==> src/shared/fcpe_pkg.sv <==
// Shared constants and types of the flash command sequencer (host side).
// Assumes a byte-mode parallel flash and a 125 MHz single-clock system.
package fcpe_pkg;
   // ----------------------------------------
   // Clock and bus timing
   // ----------------------------------------
   localparam int CLK_NS = 8;
   localparam int T_WP_NS = 35;
   localparam int WP_CYC = (T_WP_NS + CLK_NS - 1) / CLK_NS;
   localparam int T_ACC_NS = 70;
   localparam int ACC_CYC = (T_ACC_NS + CLK_NS - 1) / CLK_NS;
   localparam int T_WIN_US = 50;
   localparam int WIN_CYC = T_WIN_US * 1000 / CLK_NS;
   localparam int T_SUSP_US = 15;
   localparam int SUSP_CYC = T_SUSP_US * 1000 / CLK_NS;
   localparam int T_POLL_MAX_S = 30;
   localparam longint POLL_CYC_L = longint'(T_POLL_MAX_S) * 64'd1000000000 / CLK_NS;
   localparam logic [31:0] POLL_CYC = POLL_CYC_L[31:0];
   localparam logic [31:0] WIN_MARGIN_CYC = 32'h0000_0040;

   // ----------------------------------------
   // Command addresses and codes (byte mode)
   // ----------------------------------------
   localparam logic [19:0] ADR_UNLK1 = 20'h00AAA;
   localparam logic [19:0] ADR_UNLK2 = 20'h00555;
   localparam logic [19:0] ADR_ANY = 20'h00000;
   localparam logic [7:0] CD_UNLK1 = 8'hAA;
   localparam logic [7:0] CD_UNLK2 = 8'h55;
   localparam logic [7:0] CD_RESET = 8'hF0;
   localparam logic [7:0] CD_AUTOSEL = 8'h90;
   localparam logic [7:0] CD_PROG = 8'hA0;
   localparam logic [7:0] CD_ERASE = 8'h80;
   localparam logic [7:0] CD_CHIP = 8'h10;
   localparam logic [7:0] CD_BLOCK = 8'h30;
   localparam logic [7:0] CD_SUSP = 8'hB0;
   localparam logic [7:0] CD_RESUME = 8'h30;

   // ----------------------------------------
   // Status word bit positions
   // ----------------------------------------
   localparam int ALT_BUSY_POS = 6;
   localparam int FAIL_POS = 5;

   typedef enum logic [3:0] {
      OP_READ = 4'h0, OP_RESET = 4'h1, OP_AUTOSEL = 4'h2, OP_PROGRAM = 4'h3,
      OP_CHIP = 4'h4, OP_BLOCK = 4'h5, OP_ADDBLK = 4'h6, OP_SUSPEND = 4'h7,
      OP_RESUME = 4'h8
   } fcpe_op_t;
endpackage

==> src/verilog/fcpe_bus_cycle.sv <==
// One asynchronous flash bus cycle (write or read) timed in mclk cycles.
// Assumes start is only raised while the previous cycle has returned done.
`timescale 1ns/1ps
module fcpe_bus_cycle (
   // Clock and reset
   input wire logic mclk,
   input wire logic rst_n,
   // Request
   input wire logic start,
   input wire logic wr,
   input wire logic [19:0] addr,
   input wire logic [7:0] wdata,
   output logic done,
   output logic [7:0] rdata,
   // Flash pins
   output logic [18:0] fl_addr,
   output logic fl_lsb,
   output logic [7:0] fl_dq_o,
   output logic fl_dq_oe,
   input wire logic [7:0] fl_dq_i,
   output logic fl_ce_n,
   output logic fl_oe_n,
   output logic fl_we_n
);
   import fcpe_pkg::*;

   typedef enum logic [3:0] {
      PH_IDLE = 4'h1, PH_SETUP = 4'h2, PH_STROBE = 4'h4, PH_HOLD = 4'h8
   } fcpe_ph_t;

   typedef struct packed {
      fcpe_ph_t ph;
      logic wr;
      logic [3:0] cnt;
      logic done;
      logic [7:0] rdata;
      logic [19:0] addr;
      logic [7:0] dq;
      logic dq_oe;
      logic ce_n;
      logic oe_n;
      logic we_n;
   } fcpe_bus_t;

   fcpe_bus_t r_ff, nxt_r;

   always_comb begin
      nxt_r = r_ff;
      nxt_r.done = 1'b0;
      case (r_ff.ph)
         PH_IDLE: begin
            if (start) begin
               nxt_r.ph = PH_SETUP;
               nxt_r.wr = wr;
               nxt_r.addr = addr;
               nxt_r.dq = wdata;
               nxt_r.dq_oe = wr;
               nxt_r.ce_n = 1'b0;
            end
         end
         PH_SETUP: begin
            nxt_r.ph = PH_STROBE;
            nxt_r.cnt = r_ff.wr ? 4'(WP_CYC) : 4'(ACC_CYC);
            nxt_r.we_n = !r_ff.wr;
            nxt_r.oe_n = r_ff.wr;
         end
         PH_STROBE: begin
            if (r_ff.cnt > 4'h1) begin
               nxt_r.cnt = r_ff.cnt - 4'h1;
            end else begin
               // Data latched by the flash on the rising edge of write enable
               nxt_r.ph = PH_HOLD;
               nxt_r.we_n = 1'b1;
               nxt_r.oe_n = 1'b1;
               nxt_r.rdata = fl_dq_i;
            end
         end
         PH_HOLD: begin
            // Data held one cycle past the strobe for the hold time
            nxt_r.ph = PH_IDLE;
            nxt_r.ce_n = 1'b1;
            nxt_r.dq_oe = 1'b0;
            nxt_r.done = 1'b1;
         end
         default: nxt_r.ph = PH_IDLE;
      endcase
   end

   always_ff @(posedge mclk or negedge rst_n) begin
      if (!rst_n) begin
         r_ff <= '{ph: PH_IDLE, wr: 1'b0, cnt: 4'h0, done: 1'b0, rdata: 8'h00,
                   addr: 20'h00000, dq: 8'h00, dq_oe: 1'b0, ce_n: 1'b1,
                   oe_n: 1'b1, we_n: 1'b1};
      end else begin
         r_ff <= nxt_r;
      end
   end

   assign done = r_ff.done;
   assign rdata = r_ff.rdata;
   assign fl_addr = r_ff.addr[19:1];
   assign fl_lsb = r_ff.addr[0];
   assign fl_dq_o = r_ff.dq;
   assign fl_dq_oe = r_ff.dq_oe;
   assign fl_ce_n = r_ff.ce_n;
   assign fl_oe_n = r_ff.oe_n;
   assign fl_we_n = r_ff.we_n;
endmodule // fcpe_bus_cycle

==> src/verilog/fcpe_ctrl.sv <==
// Host-side command sequencer for a byte-mode parallel flash.
// Assumes the flash is strapped to byte mode by fl_byte_n and that the
// user holds cmd_valid until cmd_ready is seen high.
`timescale 1ns/1ps
// Functional notes
// - Multi-write commands start with two unlocks
// - Read/reset is one F0 write
// - Identification is unlock then 90 at AAA
// - Program is unlock, A0, address with data
// - Failure needs read/reset to clear
// - Chip erase is six writes ending 10
// - Block erase ends 30, repeated per block
// - Add blocks within fifty microsecond window
// - Suspend is B0, resume is 30
module fcpe_ctrl #(
   parameter logic [31:0] WIN_LEN = 32'(fcpe_pkg::WIN_CYC),
   parameter logic [31:0] POLL_LEN = fcpe_pkg::POLL_CYC
) (
   // Clock and reset
   input wire logic mclk,
   input wire logic rst_n,
   // User command port
   input wire logic cmd_valid,
   input wire fcpe_pkg::fcpe_op_t cmd_op,
   input wire logic [19:0] cmd_addr,
   input wire logic [7:0] cmd_data,
   output logic cmd_ready,
   // User answer port
   output logic rsp_valid,
   output logic rsp_err,
   output logic [7:0] rsp_data,
   output logic erase_suspended,
   // Flash pins
   output logic [18:0] fl_addr,
   output logic shared_top_data_low_addr_pin_o,
   output logic shared_top_data_low_addr_pin_oe,
   input wire logic shared_top_data_low_addr_pin_i,
   output logic [7:0] fl_dq_o,
   output logic fl_dq_oe,
   input wire logic [7:0] fl_dq_i,
   output logic fl_ce_n,
   output logic fl_oe_n,
   output logic fl_we_n,
   output logic fl_byte_n,
   input wire logic ready_busy_out
);
   import fcpe_pkg::*;

   // ----------------------------------------
   // Reset release and state
   // ----------------------------------------
   logic [1:0] rst_sync_ff;
   logic rst_s;

   always_ff @(posedge mclk or negedge rst_n) begin
      if (!rst_n) begin
         rst_sync_ff <= 2'b00;
      end else begin
         rst_sync_ff <= {rst_sync_ff[0], 1'b1};
      end
   end
   assign rst_s = rst_sync_ff[1];

   typedef enum logic [4:0] {
      ST_IDLE = 5'h01, ST_WR = 5'h02, ST_RD = 5'h04, ST_WIN = 5'h08, ST_POLL = 5'h10
   } fcpe_st_t;

   typedef struct packed {
      fcpe_st_t st;
      fcpe_op_t op;
      logic [19:0] addr;
      logic [7:0] data;
      logic [2:0] idx;
      logic rdy;
      logic rsp_v;
      logic rsp_e;
      logic [7:0] rsp_d;
      logic susp;
      logic err;
      logic prev_v;
      logic prev6;
      logic echk;
      logic [31:0] cnt;
      logic bstart;
      logic bwr;
      logic [19:0] baddr;
      logic [7:0] bdat;
      logic byte_n;
   } fcpe_ctl_t;

   fcpe_ctl_t r_ff, nxt_r;
   logic bdone;
   logic [7:0] brd;
   logic [27:0] w0;

   // ----------------------------------------
   // Command word tables
   // ----------------------------------------
   function automatic logic [2:0] seq_len(input fcpe_op_t op);
      case (op)
         OP_AUTOSEL: seq_len = 3'h3;
         OP_PROGRAM: seq_len = 3'h4;
         OP_CHIP, OP_BLOCK: seq_len = 3'h6;
         default: seq_len = 3'h1;
      endcase
   endfunction

   function automatic logic [27:0] seq_word(input fcpe_op_t op, input logic [2:0] idx,
                                            input logic [19:0] a, input logic [7:0] d);
      seq_word = {ADR_ANY, CD_RESET};
      case (op)
         OP_RESET: seq_word = {ADR_ANY, CD_RESET};
         OP_ADDBLK: seq_word = {a, CD_BLOCK};
         OP_SUSPEND: seq_word = {ADR_ANY, CD_SUSP};
         OP_RESUME: seq_word = {ADR_ANY, CD_RESUME};
         default: begin
            // Unlock pair before every long command
            if (idx == 3'h0 || (idx == 3'h3 && op != OP_PROGRAM)) begin
               seq_word = {ADR_UNLK1, CD_UNLK1};
            end else if (idx == 3'h1 || idx == 3'h4) begin
               seq_word = {ADR_UNLK2, CD_UNLK2};
            end else if (idx == 3'h2) begin
               seq_word = {ADR_UNLK1, (op == OP_AUTOSEL) ? CD_AUTOSEL :
                           (op == OP_PROGRAM) ? CD_PROG : CD_ERASE};
            end else if (op == OP_PROGRAM) begin
               // Fourth write carries target and value
               seq_word = {a, d};
            end else if (op == OP_CHIP) begin
               seq_word = {ADR_UNLK1, CD_CHIP};
            end else begin
               seq_word = {a, CD_BLOCK};
            end
         end
      endcase
   endfunction

   function automatic logic op_ok(input fcpe_op_t op, input logic susp);
      // While suspended only read, id, program, reset, resume
      if (susp) begin
         op_ok = op inside {OP_READ, OP_RESET, OP_AUTOSEL, OP_PROGRAM, OP_RESUME};
      end else begin
         op_ok = op inside {OP_READ, OP_RESET, OP_AUTOSEL, OP_PROGRAM, OP_CHIP, OP_BLOCK};
      end
   endfunction

   assign w0 = seq_word(cmd_op, 3'h0, cmd_addr, cmd_data);

   // ----------------------------------------
   // Sequencer
   // ----------------------------------------
   always_comb begin
      nxt_r = r_ff;
      nxt_r.bstart = 1'b0;
      nxt_r.rsp_v = 1'b0;
      case (r_ff.st)
         ST_IDLE, ST_WIN: begin
            if (r_ff.st == ST_WIN) begin
               nxt_r.cnt = r_ff.cnt + 32'h1;
               // No more adds close to the window end
               if (r_ff.cnt >= WIN_LEN - WIN_MARGIN_CYC) begin
                  nxt_r.rdy = 1'b0;
               end
            end
            if (r_ff.st == ST_WIN && r_ff.cnt >= WIN_LEN) begin
               nxt_r.st = ST_POLL;
               nxt_r.prev_v = 1'b0;
               nxt_r.echk = 1'b0;
               nxt_r.cnt = 32'h0;
               nxt_r.bstart = 1'b1;
               nxt_r.bwr = 1'b0;
               nxt_r.baddr = ADR_ANY;
            end else if (cmd_valid && r_ff.rdy) begin
               nxt_r.rdy = 1'b0;
               nxt_r.op = cmd_op;
               nxt_r.addr = cmd_addr;
               nxt_r.data = cmd_data;
               nxt_r.idx = 3'h0;
               if (r_ff.st == ST_WIN ? !(cmd_op inside {OP_ADDBLK, OP_SUSPEND})
                                     : !op_ok(cmd_op, r_ff.susp)) begin
                  nxt_r.rsp_v = 1'b1;
                  nxt_r.rsp_e = 1'b1;
                  nxt_r.rdy = 1'b1;
               end else begin
                  nxt_r.bstart = 1'b1;
                  nxt_r.bwr = (cmd_op != OP_READ);
                  nxt_r.baddr = (cmd_op == OP_READ) ? cmd_addr : w0[27:8];
                  nxt_r.bdat = w0[7:0];
                  nxt_r.st = (cmd_op == OP_READ) ? ST_RD : ST_WR;
               end
            end
         end
         ST_WR: begin
            if (bdone) begin
               if (r_ff.idx + 3'h1 < seq_len(r_ff.op)) begin
                  nxt_r.idx = r_ff.idx + 3'h1;
                  nxt_r.bstart = 1'b1;
                  {nxt_r.baddr, nxt_r.bdat} = seq_word(r_ff.op, r_ff.idx + 3'h1,
                                                       r_ff.addr, r_ff.data);
               end else if (r_ff.op inside {OP_BLOCK, OP_ADDBLK}) begin
                  // Window restarts with each block write
                  nxt_r.st = ST_WIN;
                  nxt_r.cnt = 32'h0;
                  nxt_r.rdy = 1'b1;
               end else if (r_ff.op inside {OP_RESET, OP_AUTOSEL}) begin
                  // Error answered only after reset went out
                  nxt_r.st = ST_IDLE;
                  nxt_r.rsp_v = 1'b1;
                  nxt_r.rsp_e = r_ff.err;
                  nxt_r.susp = r_ff.susp && !r_ff.err;
                  nxt_r.err = 1'b0;
                  nxt_r.rdy = 1'b1;
               end else begin
                  nxt_r.st = ST_POLL;
                  nxt_r.susp = r_ff.susp && (r_ff.op != OP_RESUME);
                  nxt_r.prev_v = 1'b0;
                  nxt_r.echk = 1'b0;
                  nxt_r.cnt = 32'h0;
                  nxt_r.bstart = 1'b1;
                  nxt_r.bwr = 1'b0;
                  nxt_r.baddr = (r_ff.op == OP_PROGRAM) ? r_ff.addr : ADR_ANY;
               end
            end
         end
         ST_RD: begin
            if (bdone) begin
               nxt_r.st = ST_IDLE;
               nxt_r.rsp_v = 1'b1;
               nxt_r.rsp_e = 1'b0;
               nxt_r.rsp_d = brd;
               nxt_r.rdy = 1'b1;
            end
         end
         ST_POLL: begin
            nxt_r.cnt = r_ff.cnt + 32'h1;
            if (bdone) begin
               nxt_r.prev_v = 1'b1;
               nxt_r.prev6 = brd[ALT_BUSY_POS];
               nxt_r.bstart = 1'b1;
               // Two equal toggle reads mean the controller stopped
               if (r_ff.prev_v && brd[ALT_BUSY_POS] == r_ff.prev6) begin
                  nxt_r.bstart = 1'b0;
                  nxt_r.st = ST_IDLE;
                  nxt_r.rsp_v = 1'b1;
                  nxt_r.rsp_e = 1'b0;
                  nxt_r.rsp_d = brd;
                  nxt_r.rdy = 1'b1;
                  nxt_r.susp = (r_ff.op == OP_SUSPEND) || r_ff.susp;
               end else if (r_ff.echk ||
                            r_ff.cnt >= ((r_ff.op == OP_SUSPEND) ? 32'(SUSP_CYC) : POLL_LEN)) begin
                  nxt_r.err = 1'b1;
                  nxt_r.susp = 1'b0;
                  nxt_r.op = OP_RESET;
                  nxt_r.idx = 3'h0;
                  nxt_r.st = ST_WR;
                  nxt_r.bwr = 1'b1;
                  {nxt_r.baddr, nxt_r.bdat} = {ADR_ANY, CD_RESET};
               end else if (r_ff.prev_v && brd[FAIL_POS]) begin
                  // Fail bit may race completion, so read once more
                  nxt_r.echk = 1'b1;
               end
            end
         end
         default: nxt_r.st = ST_IDLE;
      endcase
   end

   always_ff @(posedge mclk or negedge rst_s) begin
      if (!rst_s) begin
         r_ff <= '{st: ST_IDLE, op: OP_READ, addr: 20'h00000, data: 8'h00, idx: 3'h0,
                   rdy: 1'b1, rsp_v: 1'b0, rsp_e: 1'b0, rsp_d: 8'h00, susp: 1'b0,
                   err: 1'b0, prev_v: 1'b0, prev6: 1'b0, echk: 1'b0, cnt: 32'h0,
                   bstart: 1'b0, bwr: 1'b0, baddr: 20'h00000, bdat: 8'h00, byte_n: 1'b0};
      end else begin
         r_ff <= nxt_r;
      end
   end

   fcpe_bus_cycle u_bus (
      .mclk(mclk), .rst_n(rst_s), .start(r_ff.bstart), .wr(r_ff.bwr),
      .addr(r_ff.baddr), .wdata(r_ff.bdat), .done(bdone), .rdata(brd),
      .fl_addr(fl_addr), .fl_lsb(shared_top_data_low_addr_pin_o),
      .fl_dq_o(fl_dq_o), .fl_dq_oe(fl_dq_oe), .fl_dq_i(fl_dq_i),
      .fl_ce_n(fl_ce_n), .fl_oe_n(fl_oe_n), .fl_we_n(fl_we_n)
   );

   assign cmd_ready = r_ff.rdy;
   assign rsp_valid = r_ff.rsp_v;
   assign rsp_err = r_ff.rsp_e;
   assign rsp_data = r_ff.rsp_d;
   assign erase_suspended = r_ff.susp;
   // Byte mode: shared pin driven as low address once synchronised reset is released
   assign fl_byte_n = r_ff.byte_n;
   assign shared_top_data_low_addr_pin_oe = rst_s;
endmodule // fcpe_ctrl
==> config.mk <==
export PLATFORM = sky130hd
export DESIGN_NAME = fcpe_ctrl
export DESIGN_NICKNAME = d
export VERILOG_FILES = /design/src/shared/fcpe_pkg.sv /design/src/verilog/fcpe_bus_cycle.sv /design/src/verilog/fcpe_ctrl.sv
export SDC_FILE = /design/constraint.sdc
export NUM_CORES = 1
export LEC_CHECK = 0
export BUFFER_PORTS_ARGS = -buffer_cell sky130_fd_sc_hd__buf_4
export CAP_MARGIN = 10
export CORE_ASPECT_RATIO = 0.9
export CORE_MARGIN = 4
export CORE_UTILIZATION = 55
export CTS_CLUSTER_DIAMETER = 150
export CTS_CLUSTER_SIZE = 14
export DETAILED_ROUTE_END_ITERATION = 10
export GPL_ROUTABILITY_DRIVEN = 0
export GPL_TIMING_DRIVEN = 0
export PLACE_DENSITY = 0.75
export SLEW_MARGIN = 20
export SYNTH_ARGS = -nofsm -noshare
export SYNTH_HDL_FRONTEND = slang
export SYNTH_SLANG_ARGS = --single-unit
==> constraint.sdc <==
create_clock -name mclk -period 7 [get_ports mclk]
set_clock_uncertainty 0.15 [all_clocks]
set_input_delay 0.7 -clock mclk [delete_from_list [all_inputs] [get_ports mclk]]
set_output_delay 0.7 -clock mclk [all_outputs]
set_load 0.05 [all_outputs]
## After elaboration in Yosys (flattened, before gate mapping)

Index checks and enable logic that the tools add are counted.

- Flip-flop bits (word level): 170

- Muxes and demuxes: 100
- Equal/unequal tests: 61
- $lt $le $gt $ge: 5
- Reductions and logical operators: 54
- Bitwise operators: 2
- Add/sub/neg operators: 3

Operators by type and width:

| cell | number |
|---|---|
| $pmux W28 S4 | 2 |
| $pmux W63 S3 | 1 |
| $mux W28 | 5 |
| $mux W32 | 3 |
| $mux W30 | 3 |
| $mux W33 | 2 |
| $ge A32 B13 Y1 const B | 2 |
| $mux W63 | 1 |
| $mux W20 | 3 |
| $mux W29 | 2 |
| $mux W55 | 1 |
| $mux W5 | 9 |
| $mux W22 | 2 |
| $mux W43 | 1 |
| $mux W38 | 1 |
| $eq A4 B3 Y1 const B | 9 |
| $mux W3 | 12 |
| $ne A2 B2 Y1 const B | 17 |
| $add A32 B1 Y32 const B | 1 |
| $ge A32 B32 Y1 | 1 |
| $ne A3 B3 Y1 const B | 8 |
| $mux W1 | 22 |
| $mux W11 | 2 |
| $reduce_and A7 Y1 | 3 |
| 54 further kinds | 112 |

## Depth between registers and ports, before layout

Gate-level depths: netlist (run 1).

- Word-level depth: 12
- Gate-level depth with buffers: 13
- Gate-level depth less buffers: 10

## Modules after synthesis

From an unflattened synthesis (run 1), not the netlist that was laid out.

- Cells, all modules: 1022
- Area total of the unflattened synthesis: 9270.1 µm²

By module, submodules not included:

| module | instances | area an instance (µm²) | cells each |
|---|---|---|---|
| fcpe_ctrl | 1 | 6960.4 | 795 |
| fcpe_bus_cycle | 1 | 2309.7 | 227 |

## Worst setup path before layout (run 1)

Ideal clock, no wire load.

- Path kind: register to output
- Start point: register rst_sync_ff[1]
- End point: output port shared_top_data_low_addr_pin_oe
- Slack: 1939 ps
- Arrival: 4211 ps
- Cell stages (with the launch flop): 1
- Required time: 6150 ps
- Cell sequence: dfrtp_1

RTL lines:

| what | RTL line | source |
|---|---|---|
| start, declared | fcpe_ctrl.sv:52 | `logic [1:0] rst_sync_ff;` |
| start signal, assigned | fcpe_ctrl.sv:59 | `rst_sync_ff <= {rst_sync_ff[0], 1'b1};` |
| end, declared | fcpe_ctrl.sv:36 | `output logic shared_top_data_low_addr_pin_oe,` |

No word-level cell between the ends.

## Worst setup path after layout (run 1)

- Start point: register r_ff[111] (netlist name)
- End point: register r_ff[41] (netlist name)

- Longest elaborated chain between the ends: 8

RTL lines:

| what | RTL line | source |
|---|---|---|
| start, declared | fcpe_ctrl.sv:91 | `fcpe_ctl_t r_ff, nxt_r;` |
| start signal, assigned | fcpe_ctrl.sv:269 | `r_ff <= '{st: ST_IDLE, op: OP_READ, addr: 20'h00000, data: 8'h00, idx: 3'h0,` |
| start signal, assigned | fcpe_ctrl.sv:274 | `r_ff <= nxt_r;` |
| $eq A4 B3 Y1 (on tied branches) | fcpe_ctrl.sv:100, fcpe_ctrl.sv:199 |  |
| $reduce_or A2 Y1 | fcpe_ctrl.sv:100 | `case (op)` |
| $pmux W3 S3 | fcpe_ctrl.sv:100 |  |
| $mux W3 | fcpe_ctrl.sv:193 | `if (bdone) begin` |
| $mux W3 | fcpe_ctrl.sv:155 | `case (r_ff.st)` |
| $lt A3 B3 Y1 | fcpe_ctrl.sv:194 | `if (r_ff.idx + 3'h1 < seq_len(r_ff.op)) begin` |
| $ne A2 B2 Y1 (no source line) | -- |  |
| $reduce_and A5 Y1 (no source line) | -- |  |

Parallel ways exist; a longest one is shown, timed or not. The select of a mux whose other input is x is not followed.
A chain may end at the register's enable or synchronous reset.

==> results.tsv, run 1 <==
stage	metric	value	unit
worst_setup_path	cp_num_buf_inv	2	
place	dp_hpwl	17000	um
yosys	async_flop_share	100	%
pwr	power_density	181	nW/um2
sta	worst_slack	3.30	ns
global_routing	grt_pass1_wl	38100	um
pwr	leakagePower	0.00525	uW
cts	clock_sinks	170	
worst_hold_path	hold_path.class	reg -> async	
cells_and_area	syn2layout_area_growth	17.0	%
cts	cts_htree_levels	4	
route	viasPerCell	5.94	
floorplan	dieArea	19300	um2
sta	fmax	270	MHz
cells_and_area	n_antenna_cell	0	
pwr	vdd_drop_max	0.180	mV
yosys	synth-seq-cells	170	
cells_and_area	fin_nets	1165	
cts	cts_tree	done	
sta	maxSlewViolCount	0	
sta	hold_violations	0	
route	wirelength	23100	um
route	final_antenna_net_count	0	
route	dr_total_vias	7894	
yosys	synth_edf_count	0	
run	drv_cap	0	
worst_setup_path	critPathLaunchType	flop	
sta	rsz0062_at_grt	false	
sta	fin_crit	3.70	ns
sta	maxSlewHeadroom	41.5	%
cells_and_area	final_layout_size_suffix_gt1_share	24.6	%
worst_setup_path	critical-path-top-delay-family	compound AO/OA/AOI/OAI gates	
worst_setup_path	slowest_stage	a211oi_2	
worst_setup_path	r2r-end	r_ff[41]$_DFFE_PN0P_	
yosys	synth_common_cells	181 x nand2_1, 164 x dfrtp_1, 75 x o21ai_0, 53 x nor2_1, 42 x buf_4	
yosys	synth.distinct_cells	98	
cts	cts_setup_buffers	0	
floorplan	fp.dieW	146	um
cts	root_buffer	clkbuf_16	
cells_and_area	fill_cells	1375	
yosys	ys.flop_type	dfrtp_1	
sta	tightest_slew	0.871	ns
yosys	synth_largest_type_area_fraction	43.6	%
yosys	synth_largest_area_cell	dfrtp_1	
global_routing	grt_pass1_vias	7393	
floorplan	rows	45	
worst_setup_path	critical_path_arrival	3.90	ns
worst_setup_path	crit_fanout	10	
pwr	total_power	1990	uW
place	io_buffers	86	
place	pre_cts_ws	3.40	ns
yosys	synth_area_leaders	dfrtp_1 44%, nand2_1 7.2%, mux2_2 4.7%	
worst_setup_path	crit_chain	buf_6 -> or2b_1 -> o21ai_0 -> nand2b_1 -> ha_1 -> nor3_1 -> a211oi_2 -> o211ai_2 -> nor2_2 -> buf_4 -> nand2_1 -> o21ai_0	
cts	cts_made_buffers	17	
worst_setup_path	cpPeakStageDelay	0.63	ns
sta	setup_viol	0	
worst_setup_path	cp-end-kind	flop	
sta	fin_setup_tns	0	ns
route	drc	0	
sta	hold_ws	0.176	ns
cts	insertion_delay	0.44	ns
worst_setup_path	path_class	reg -> reg	
route	drt_iter0_markers	768	
worst_setup_path	cp.required	7.20	ns
sta	min_period_over_period	52.9	%
cts	clockBufferDepth	2	
status	status	complete, no violations	
cts	ctsResizeCount	0	
global_routing	antenna_found_initial	0	
yosys	synth_area	9410	um2
global_routing	grt_use_total	24.2	%
floorplan	initial_core_util	55.9	%
yosys	synth_fp_nets	1056	
floorplan	die_h	132	um
global_routing	overflow	0	
worst_setup_path	reg2reg_slack	3.30	ns
cts	clk_pin_slew	0.07	ns
yosys	syn_inst	996	
route	drt_first_pass_iters	7	
yosys	ys_seq_area_share	45.3	%
worst_setup_path	crit_path_frequent_cell	o21ai_0	
floorplan	ioPinCount	91	
route	avgRoutedWirePerCell	17.4	um
yosys	yosysWarnings	0	
worst_setup_path	reg2reg_from	r_ff[111]$_DFFE_PN0P_	
yosys	syn_avg_cell_area	9.44	um2
yosys	post-synth-top-count-cell	nand2_1	
floorplan	core-area	16800	um2
worst_setup_path	reg2reg_depth	12	
global_routing	grt_max_degree	49	
==> flip-flops by register name, summed over array words and instances (netlist names) <==
signal	cells
cmd_ready	1
erase_suspended	1
r_ff	106
rsp_data	8
rsp_err	1
rsp_valid	1
rst_sync_ff	2
u_bus.done	1
u_bus.fl_addr	19
u_bus.fl_ce_n	1
u_bus.fl_dq_o	8
u_bus.fl_dq_oe	1
u_bus.fl_lsb	1
u_bus.fl_oe_n	1
u_bus.fl_we_n	1
u_bus.r_ff	9
u_bus.rdata	8
==> final cells by class <==
| cell class | count | area [um2] | share of cell area (%) |
|---|---|---|---|
| plain buffers | 89 | 551 | 5.00 |
| clock buffers | 17 | 425 | 3.86 |
| clock inverters | 15 | 176 | 1.60 |
| inverters | 27 | 106 | 0.966 |
| multi-input cells | 710 | 4490 | 40.8 |
| flip-flops and latches | 170 | 4270 | 38.8 |
| well taps | 211 | 264 | 2.40 |
| repair buffers | 90 | 731 | 6.64 |
==> cell usage in the layout, fill, tap and decap left out, types with 6 or more instances in the layout <==
master	netlist	routed
a21o_1	11	11
a21oi_1	32	32
a221o_1	9	9
a22oi_1	17	17
a31oi_1	11	11
and2_1	7	7
and3_1	9	9
buf_2	23	23
buf_4	42	128
clkbuf_1	18	18
clkbuf_16	0	17
dfrtp_1	164	163
dfstp_2	6	6
ha_1	15	15
inv_1	25	25
mux2_2	39	39
nand2_1	181	181
nand2b_1	11	11
nand3_1	30	30
nand4_1	13	13
nor2_1	53	53
nor2b_1	12	12
nor3_1	23	23
nor4_1	6	6
o211ai_2	8	8
o21ai_0	75	75
o21ai_1	7	7
o31ai_1	17	17
or3_1	9	9
==> metrics by stage <==
stage          util, %  std cells  instance area (um2)
6_report          65.4       1329                11000
3_3_place_gp      61.3       1293                10300
2_1_floorplan        -        996                 9410
3_5_place_dp      61.7       1296                10400
4_1_cts           65.4       1329                11000
5_1_grt           65.4       1329                11000
==> worst reg2reg max path, stage by stage, from the launching register on <==
cell      delay, ns
dfrtp_1        0.45
buf_6          0.17
or2b_1         0.29
o21ai_0        0.19
nand2b_1       0.08
ha_1           0.27
nor3_1         0.05
a211oi_2       0.63
o211ai_2       0.36
nor2_2         0.43
buf_4          0.27
nand2_1        0.07
o21ai_0        0.20
==> kinds of logic (layout without fill, tap and decap cells) <==
family | after synthesis | in the layout | synth area share [%]
adder cells (fa/ha/maj) | 15 | 15 | 2.00
AO/OA/AOI/OAI | 246 | 246 | 18.9
flip-flops | 170 | 170 | 45.3
XOR/XNOR | 7 | 7 | 0.652
multiplexers | 43 | 43 | 5.15
AND/OR/NAND/NOR | 397 | 397 | 20.9
other | 2 | 2 | 0.0798
buffers and inverters | 116 | 238 | 6.98
==> power breakdown <==
| group | total [uW] | internal (uW) | switching [uW] |
|---|---|---|---|
| sequential | 987 | 982 | 4.67 |
| combinational | 56.3 | 24.5 | 31.8 |
| clock | 945 | 482 | 463 |
==> metal layers <==
metal	wire length [um]	part of all wire [%]	global-route usage [%]	vias up
met4	240	1.0	5.64	0
met3	1480	6.4	4.92	28
met5	0	0	0	-
met2	10300	44	36.0	277
met1	11100	48	36.6	3823
li1	-	-	-	3766
==> worst max-delay path by stage <==
| stage | slack [ns] | end | depth (start not counted) | start |
|---|---|---|---|---|
| detailed placement | 3.40 | r_ff[41]$_DFFE_PN0P_ | 12 | r_ff[111]$_DFFE_PN0P_ |
| global placement | -0.20 | r_ff[35]$_DFFE_PN0P_ | 0 | rst_sync_ff[1]$_DFF_PN0_ |
| global route | 3.05 | r_ff[41]$_DFFE_PN0P_ | 12 | r_ff[111]$_DFFE_PN0P_ |
| finish | 3.30 | r_ff[41]$_DFFE_PN0P_ | 12 | r_ff[111]$_DFFE_PN0P_ |
| floorplan | 1.36 | erase_suspended$_DFFE_PN0P_ | 0 | rst_sync_ff[1]$_DFF_PN0_ |
| CTS | 3.36 | r_ff[41]$_DFFE_PN0P_ | 12 | r_ff[111]$_DFFE_PN0P_ |
==> timing repair <==
item	in CTS	in global routing
endpoints found under the hold margin	2	0
hold buffers	1	0
setup endpoints to repair	0	0
Power figures use the tool's default switching activity.
==> inputs of run 2 (changes only) <==
==> constraint.sdc (replaced) <==
create_clock -name mclk -period 3.6 [get_ports mclk]
set_clock_uncertainty 0.15 [all_clocks]
set_input_delay 0.36 -clock mclk [delete_from_list [all_inputs] [get_ports mclk]]
set_output_delay 0.36 -clock mclk [all_outputs]
set_load 0.05 [all_outputs]
==> run 2 against run 1 <==
Fmax grew 8.2%. Via count grew 0.51%. Power grew 94%. Clock power grew 94%. Register-to-register slack lost 3.1 ns.
==> results.tsv, run 2 (synthesized netlist as in run 1, its figures left out) <==
stage	metric	value	unit	change
floorplan	ioPinCount	91		unchanged
worst_hold_path	hold_path.class	in -> reg		
floorplan	rows	45		unchanged
worst_setup_path	crit_chain	buf_6 -> or2b_1 -> o21ai_0 -> nand2b_1 -> ha_1 -> nor3_2 -> a211oi_4 -> nand2_1 -> and3_1 -> clkbuf_1 -> a221o_1		
place	dp_cells	1296		unchanged
status	status	complete, no violations		
sta	rsz0062_at_grt	false		
place	io_buffers	86		unchanged
cells_and_area	syn2layout_area_growth	18.3	%	
route	final_antenna_net_count	0		unchanged
pwr	swShare	25.0	%	-0.16 points
pwr	power_density	347	nW/um2	+92%
worst_setup_path	path_depth	11		-1
cts	clk_pin_slew	0.08	ns	about the same
pwr	seqPwrFrac	49.7	%	about the same
worst_setup_path	slowest_stage	dfrtp_1		
floorplan	fp.dieW	146	um	unchanged
cells_and_area	post-route-util	66.1	%	+0.74 points
floorplan	initial_core_util	55.9	%	unchanged
cts	clock_sinks	170		unchanged
worst_setup_path	critical_path_arrival	3.59	ns	-0.31 ns
worst_setup_path	reg2reg_from	r_ff[111]$_DFFE_PN0P_		
worst_setup_path	cpPeakStageDelay	0.46	ns	-0.17 ns
worst_setup_path	cp-endpoint	r_ff[27]$_DFFE_PN0P_		
cts	clockBufferDepth	2		unchanged
cells_and_area	largest_reg_flops	106		unchanged
global_routing	grt_pass1_vias	7415		+0.30%
worst_setup_path	cp.required	3.78	ns	-3.42 ns
worst_setup_path	critPathLaunch	r_ff[111]$_DFFE_PN0P_		
cells_and_area	final_common_cell	nand2_1		
sta	fin_crit	3.42	ns	-0.281 ns
cells_and_area	fin_nets	1175		+0.86%
global_routing	grt_use_total	24.1	%	-0.10 points
pwr	vdd_drop_max	0.368	mV	+110%
cells_and_area	final_cells	1339		+0.75%
cells_and_area	top_register	r_ff		
route	viasPerCell	5.93		-0.24%
sta	fmax	293	MHz	+8.2%
sta	maxSlewViolCount	0		unchanged
worst_setup_path	cp-end-kind	flop		
run	drv_cap	0		unchanged
worst_setup_path	critPathLaunchType	flop		
sta	worst_slack	0.182	ns	-3.12 ns
global_routing	overflow	0		unchanged
global_routing	antenna_found_initial	0		unchanged
pwr	combPwrFrac	3.0	%	+0.2 points
sta	tightest_slew	0.784	ns	-0.0870 ns
route	drc	0		unchanged
floorplan	core-area	16800	um2	unchanged
route	avgRoutedWirePerCell	17.4	um	+0.31%
sta	setup_viol	0		unchanged
worst_setup_path	path_class	reg -> reg		
global_routing	grt_pass1_wl	38200	um	+0.27%
sta	min_period_over_period	94.9	%	+42 points
sta	hold_violations	0		unchanged
place	pre_cts_ws	-0.0364	ns	-3.44 ns
global_routing	grt_max_degree	57		+16%
cells_and_area	final_layout_size_suffix_gt1_share	24.6	%	+0.048 points
floorplan	dieArea	19300	um2	unchanged
route	wirelength	23300	um	+1.1%
route	drt_iter0_markers	773		+0.65%
route	drt_first_pass_iters	6		-1
cts	cts_tree	done		
worst_setup_path	reg2reg_slack	0.18	ns	-3.12 ns
worst_setup_path	r2r-end	r_ff[27]$_DFFE_PN0P_		
worst_setup_path	reg2reg_depth	11		-1
cells_and_area	n_antenna_cell	0		unchanged
worst_setup_path	critical-path-top-delay-family	compound AO/OA/AOI/OAI gates		
pwr	total_power	3870	uW	+94%
worst_setup_path	crit_fanout	10		unchanged
cells_and_area	final_cell_mix	181 x nand2_1, 163 x dfrtp_1, 128 x buf_4		
place	dp_hpwl	16800	um	-0.83%
pwr	switchingPower	965	uW	+93%
pwr	intPower	2900	uW	+95%
cts	cts_htree_levels	4		unchanged
floorplan	die_h	132	um	unchanged
cts	cts_setup_buffers	0		unchanged
route	dr_total_vias	7934		+0.51%
cts	insertion_delay	0.43	ns	about the same
pwr	clockPowerShare	47.3	%	-0.2 points
cts	cts_made_buffers	17		unchanged
pwr	leakagePower	0.00530	uW	+1.0%
cts	root_buffer	clkbuf_16		
sta	maxSlewHeadroom	47.4	%	+5.8 points
worst_setup_path	cp_num_buf_inv	2		unchanged
==> run 2: cell types whose count changed in the layout (fill, tap and decap cells not counted), moves of 2 or more <==
cell and change:
clkinv_4 +3, nor3_2 +2, dlygate4sd3_1 +10, nor3_1 -2, clkinvlp_4 -2
==> run 2: power by group through the flow <==
| stage | logic (uW) | registers [uW] | clock network (uW) |
|---|---|---|---|
| floorplan | 21.4 | 1980 | 0 |
| global placement | 69.6 | 1980 | 0 |
| detailed placement | 108 | 1960 | 0 |
| CTS | 116 | 1920 | 1850 |
| global route | 130 | 1920 | 1940 |
| finish | 118 | 1920 | 1830 |
==> run 2: through the flow <==
stage | instance area (um2) | hold WS (ns) | TNS, ns
after detailed placement | 10400 | -0.00503 | -0.0569
after global routing | 11100 | 0.000288 | 0
after floorplan | 9410 | -0.0856 | 0
after CTS | 11100 | 0.0000692 | 0
final | 11100 | 0.00820 | 0
after global placement | 10300 | -0.00685 | -68.02
==> run 2: how the worst min path moves through the flow <==
| stage | slack [ns] | to | startpoint | depth (start not counted) |
|---|---|---|---|---|
| after detailed placement | -0.005 | rst_sync_ff[0]$_DFF_PN0_ | rst_n | 1 |
| after global routing | 0.0003 | r_ff[99]$_DFFE_PN0P_ | cmd_addr[9] | 3 |
| final | 0.008 | r_ff[108]$_DFFE_PN0P_ | cmd_addr[18] | 2 |
| after global placement | -0.007 | rst_sync_ff[0]$_DFF_PN0_ | rst_n | 1 |
| after CTS | 0.00007 | r_ff[99]$_DFFE_PN0P_ | cmd_addr[9] | 3 |
| after floorplan | -0.09 | rst_sync_ff[0]$_DFF_PN0_ | rst_n | 0 |
==> run 2: metal layers <==
metal / global-route usage, % / vias up / part of all wire (%)
li1: - / 3787 / -
met3: 4.92 / 25 / 6.2
met2: 35.2 / 297 / 44
met5: 0 / - / 0
met4: 6.07 / 0 / 1.1
met1: 36.9 / 3825 / 49
==> run 2: worst reg2reg max path: stages (launching register included) <==
cell      delay (ns)
dfrtp_1         0.46
buf_6           0.17
or2b_1          0.30
o21ai_0         0.19
nand2b_1        0.08
ha_1            0.28
nor3_2          0.05
a211oi_4        0.45
nand2_1         0.29
and3_1          0.25
clkbuf_1        0.23
a221o_1         0.40
==> run 2: what timing repair did <==
action                     in CTS  in global routing
pin swaps                       0                  1
gates resized for setup         1                  6
hold buffers                    9                  2
hold endpoints to repair       10                  2
setup endpoints to repair      13                 40
cloned                          0                  0
==> run 2: cell type report <==
cell class	instances	area (um2)
Buffer	89	552
Clock buffer	17	425
Clock inverter	15	176
Fill cell	1351	5700
Inverter	27	106
Multi-Input combinational cell	710	4520
Sequential cell	170	4270
Tap cell	211	264
Timing Repair Buffer	100	823
==> inputs of run 3 (changes only) <==
--- a/config.mk
+++ b/config.mk
@@ -15,6 +15,7 @@
 export DETAILED_ROUTE_END_ITERATION = 10
 export GPL_ROUTABILITY_DRIVEN = 0
 export GPL_TIMING_DRIVEN = 0
+export MAX_ROUTING_LAYER = met4
 export PLACE_DENSITY = 0.75
 export SLEW_MARGIN = 20
 export SYNTH_ARGS = -nofsm -noshare
==> run 3 against run 2 <==
Clock power is essentially flat. Flip-flop and latch count is the same. Sequential share of layout area is the same. Count of clock-buffer cells in the layout is the same. Cell count is the same. Via count is essentially flat. First-iteration DRC count shrank 9.8%. Critical path type unchanged. Register-to-register slack is essentially flat. Utilization is the same. Non-clock buffer count is the same. Worst hold slack lost 0.0021 ns. Largest power group unchanged.
==> results.tsv, run 3 (synthesized netlist as in run 1, its figures left out) <==
stage	metric	value	unit	change
worst_setup_path	critical-path-top-delay-family	compound AO/OA/AOI/OAI gates		
worst_setup_path	cpPeakStageDelay	0.46	ns	about the same
place	io_buffers	86		unchanged
route	avgRoutedWirePerCell	17.4	um	about the same
sta	maxSlewViolCount	0		unchanged
cts	clk_pin_slew	0.08	ns	about the same
sta	setup_viol	0		unchanged
cells_and_area	syn2layout_area_growth	18.3	%	unchanged
floorplan	rows	45		unchanged
cts	cts_setup_buffers	0		unchanged
worst_setup_path	cp_num_buf_inv	2		unchanged
cells_and_area	final_cell_mix	181 x nand2_1, 163 x dfrtp_1, 128 x buf_4		
pwr	vdd_drop_max	0.368	mV	about the same
cts	cts_made_buffers	17		unchanged
floorplan	fp.dieW	146	um	unchanged
place	dp_cells	1296		unchanged
cts	insertion_delay	0.43	ns	about the same
run	drv_cap	0		unchanged
cts	clock_sinks	170		unchanged
global_routing	grt_pass1_wl	38200	um	about the same
pwr	clockPowerShare	47.3	%	about the same
sta	hold_ws	0.00615	ns	-0.00206 ns
cts	clockBufferDepth	2		unchanged
status	status	complete, no violations		
cts	cts_tree	done		
floorplan	dieArea	19300	um2	unchanged
route	final_antenna_net_count	0		unchanged
floorplan	core-area	16800	um2	unchanged
global_routing	antenna_found_initial	0		unchanged
sta	worst_slack	0.189	ns	+0.00744 ns
sta	fin_crit	3.41	ns	-0.00744 ns
pwr	leakagePower	0.00530	uW	unchanged
worst_setup_path	crit_fanout	10		unchanged
global_routing	grt_use_total	24.8	%	+0.74 points
route	dr_total_vias	7928		-0.076%
cells_and_area	final_cells	1339		unchanged
pwr	seqPwrFrac	49.6	%	about the same
cells_and_area	final_layout_size_suffix_gt1_share	24.6	%	unchanged
sta	maxSlewHeadroom	46.2	%	-1.2 points
route	drt_iter0_markers	697		-9.8%
pwr	swShare	25.0	%	+0.045 points
cts	root_buffer	clkbuf_16		
cts	cts_htree_levels	4		unchanged
global_routing	grt_pass1_vias	7404		-0.15%
route	wirelength	23300	um	about the same
sta	fin_setup_tns	0	ns	unchanged
sta	hold_violations	0		unchanged
route	drt_first_pass_iters	6		unchanged
global_routing	grt_max_degree	57		unchanged
worst_setup_path	slowest_stage	dfrtp_1		
pwr	intPower	2900	uW	about the same
cells_and_area	top_register	r_ff		
floorplan	die_h	132	um	unchanged
cells_and_area	final_common_cell	nand2_1		
sta	min_period_over_period	94.7	%	-0.21 points
worst_setup_path	cp.required	3.77	ns	about the same
route	viasPerCell	5.92		about the same
worst_setup_path	critical_path_arrival	3.59	ns	about the same
cells_and_area	post-route-util	66.1	%	unchanged
floorplan	ioPinCount	91		unchanged
pwr	switchingPower	967	uW	+0.23%
place	pre_cts_ws	-0.0364	ns	unchanged
worst_setup_path	path_class	reg -> reg		
cells_and_area	largest_reg_flops	106		unchanged
sta	fmax	293	MHz	+0.22%
worst_setup_path	cp-end-kind	flop		
cells_and_area	n_antenna_cell	0		unchanged
sta	tightest_slew	0.801	ns	+0.0174 ns
floorplan	initial_core_util	55.9	%	unchanged
route	drc	0		unchanged
worst_hold_path	hold_path.class	in -> reg		
worst_setup_path	critPathLaunchType	flop		
pwr	combPwrFrac	3.0	%	about the same
cells_and_area	fin_nets	1175		unchanged
global_routing	overflow	0		unchanged
place	dp_hpwl	16800	um	unchanged
pwr	power_density	347	nW/um2	about the same
worst_setup_path	crit_chain	buf_6 -> or2b_1 -> o21ai_0 -> nand2b_1 -> ha_1 -> nor3_2 -> a211oi_4 -> nand2_1 -> and3_1 -> clkbuf_1 -> a221o_1		
sta	rsz0062_at_grt	false		
[run 3: cell counts in the layout (fill, tap and decap cells not counted)]
No cell type changed its count.
[run 3: path summary, 6_finish.rpt]
check                      slack, ns                startpoint                   endpoint  depth (start not counted)
hold reg to reg                 0.18  rst_sync_ff[1]$_DFF_PN0_       r_ff[80]$_DFFE_PN0P_                          0
hold / removal                 0.006              cmd_addr[18]      r_ff[108]$_DFFE_PN0P_                          2
setup / recovery                0.19     r_ff[111]$_DFFE_PN0P_       r_ff[27]$_DFFE_PN0P_                         11
min in group asynchronous       0.08                     rst_n   rst_sync_ff[1]$_DFF_PN0_                          2
setup reg to reg                0.19     r_ff[111]$_DFFE_PN0P_       r_ff[27]$_DFFE_PN0P_                         11
max in group asynchronous       2.18  rst_sync_ff[1]$_DFF_PN0_  u_bus.fl_oe_n$_DFFE_PN1P_                          2
[run 3: layer usage]
layer  up-vias  wire (um)  GRT usage [%]
met2       290      10300           35.3
li1       3788          -              -
met3        27       1530           4.92
met4         0        323           5.96
met1      3823      11200           36.8
met5         -          0              -
[run 3: power by group through the flow]
| stage | Combinational [uW] | Clock (uW) | Sequential (uW) |
|---|---|---|---|
| after floorplan | 21.4 | 0 | 1980 |
| after global placement | 69.6 | 0 | 1980 |
| after detailed placement | 108 | 0 | 1960 |
| after CTS | 116 | 1850 | 1920 |
| after global routing | 130 | 1940 | 1920 |
| final | 117 | 1830 | 1920 |
[run 3: layout make-up]
type / count / area, um2
fillers: 1351 / 5700
multi-input cells: 710 / 4520
flip-flops and latches: 170 / 4270
repair buffers: 100 / 823
plain buffers: 89 / 552
clock buffers: 17 / 425
well taps: 211 / 264
clock inverters: 15 / 176
inverters: 27 / 106
[run 3: through the flow]
stage	total power, uW	cell area [um2]
2_1_floorplan	2000	9410
3_3_place_gp	2050	10300
3_5_place_dp	2070	10400
4_1_cts	3890	11100
5_1_grt	3990	11100
6_report	3870	11100
[run 3: what timing repair did]
item,in CTS,in global routing
pin swaps,0,1
resized for setup,1,6
endpoints found under the setup margin,13,39
gates cloned,0,0
endpoints found under the hold margin,10,2
hold buffers,9,2
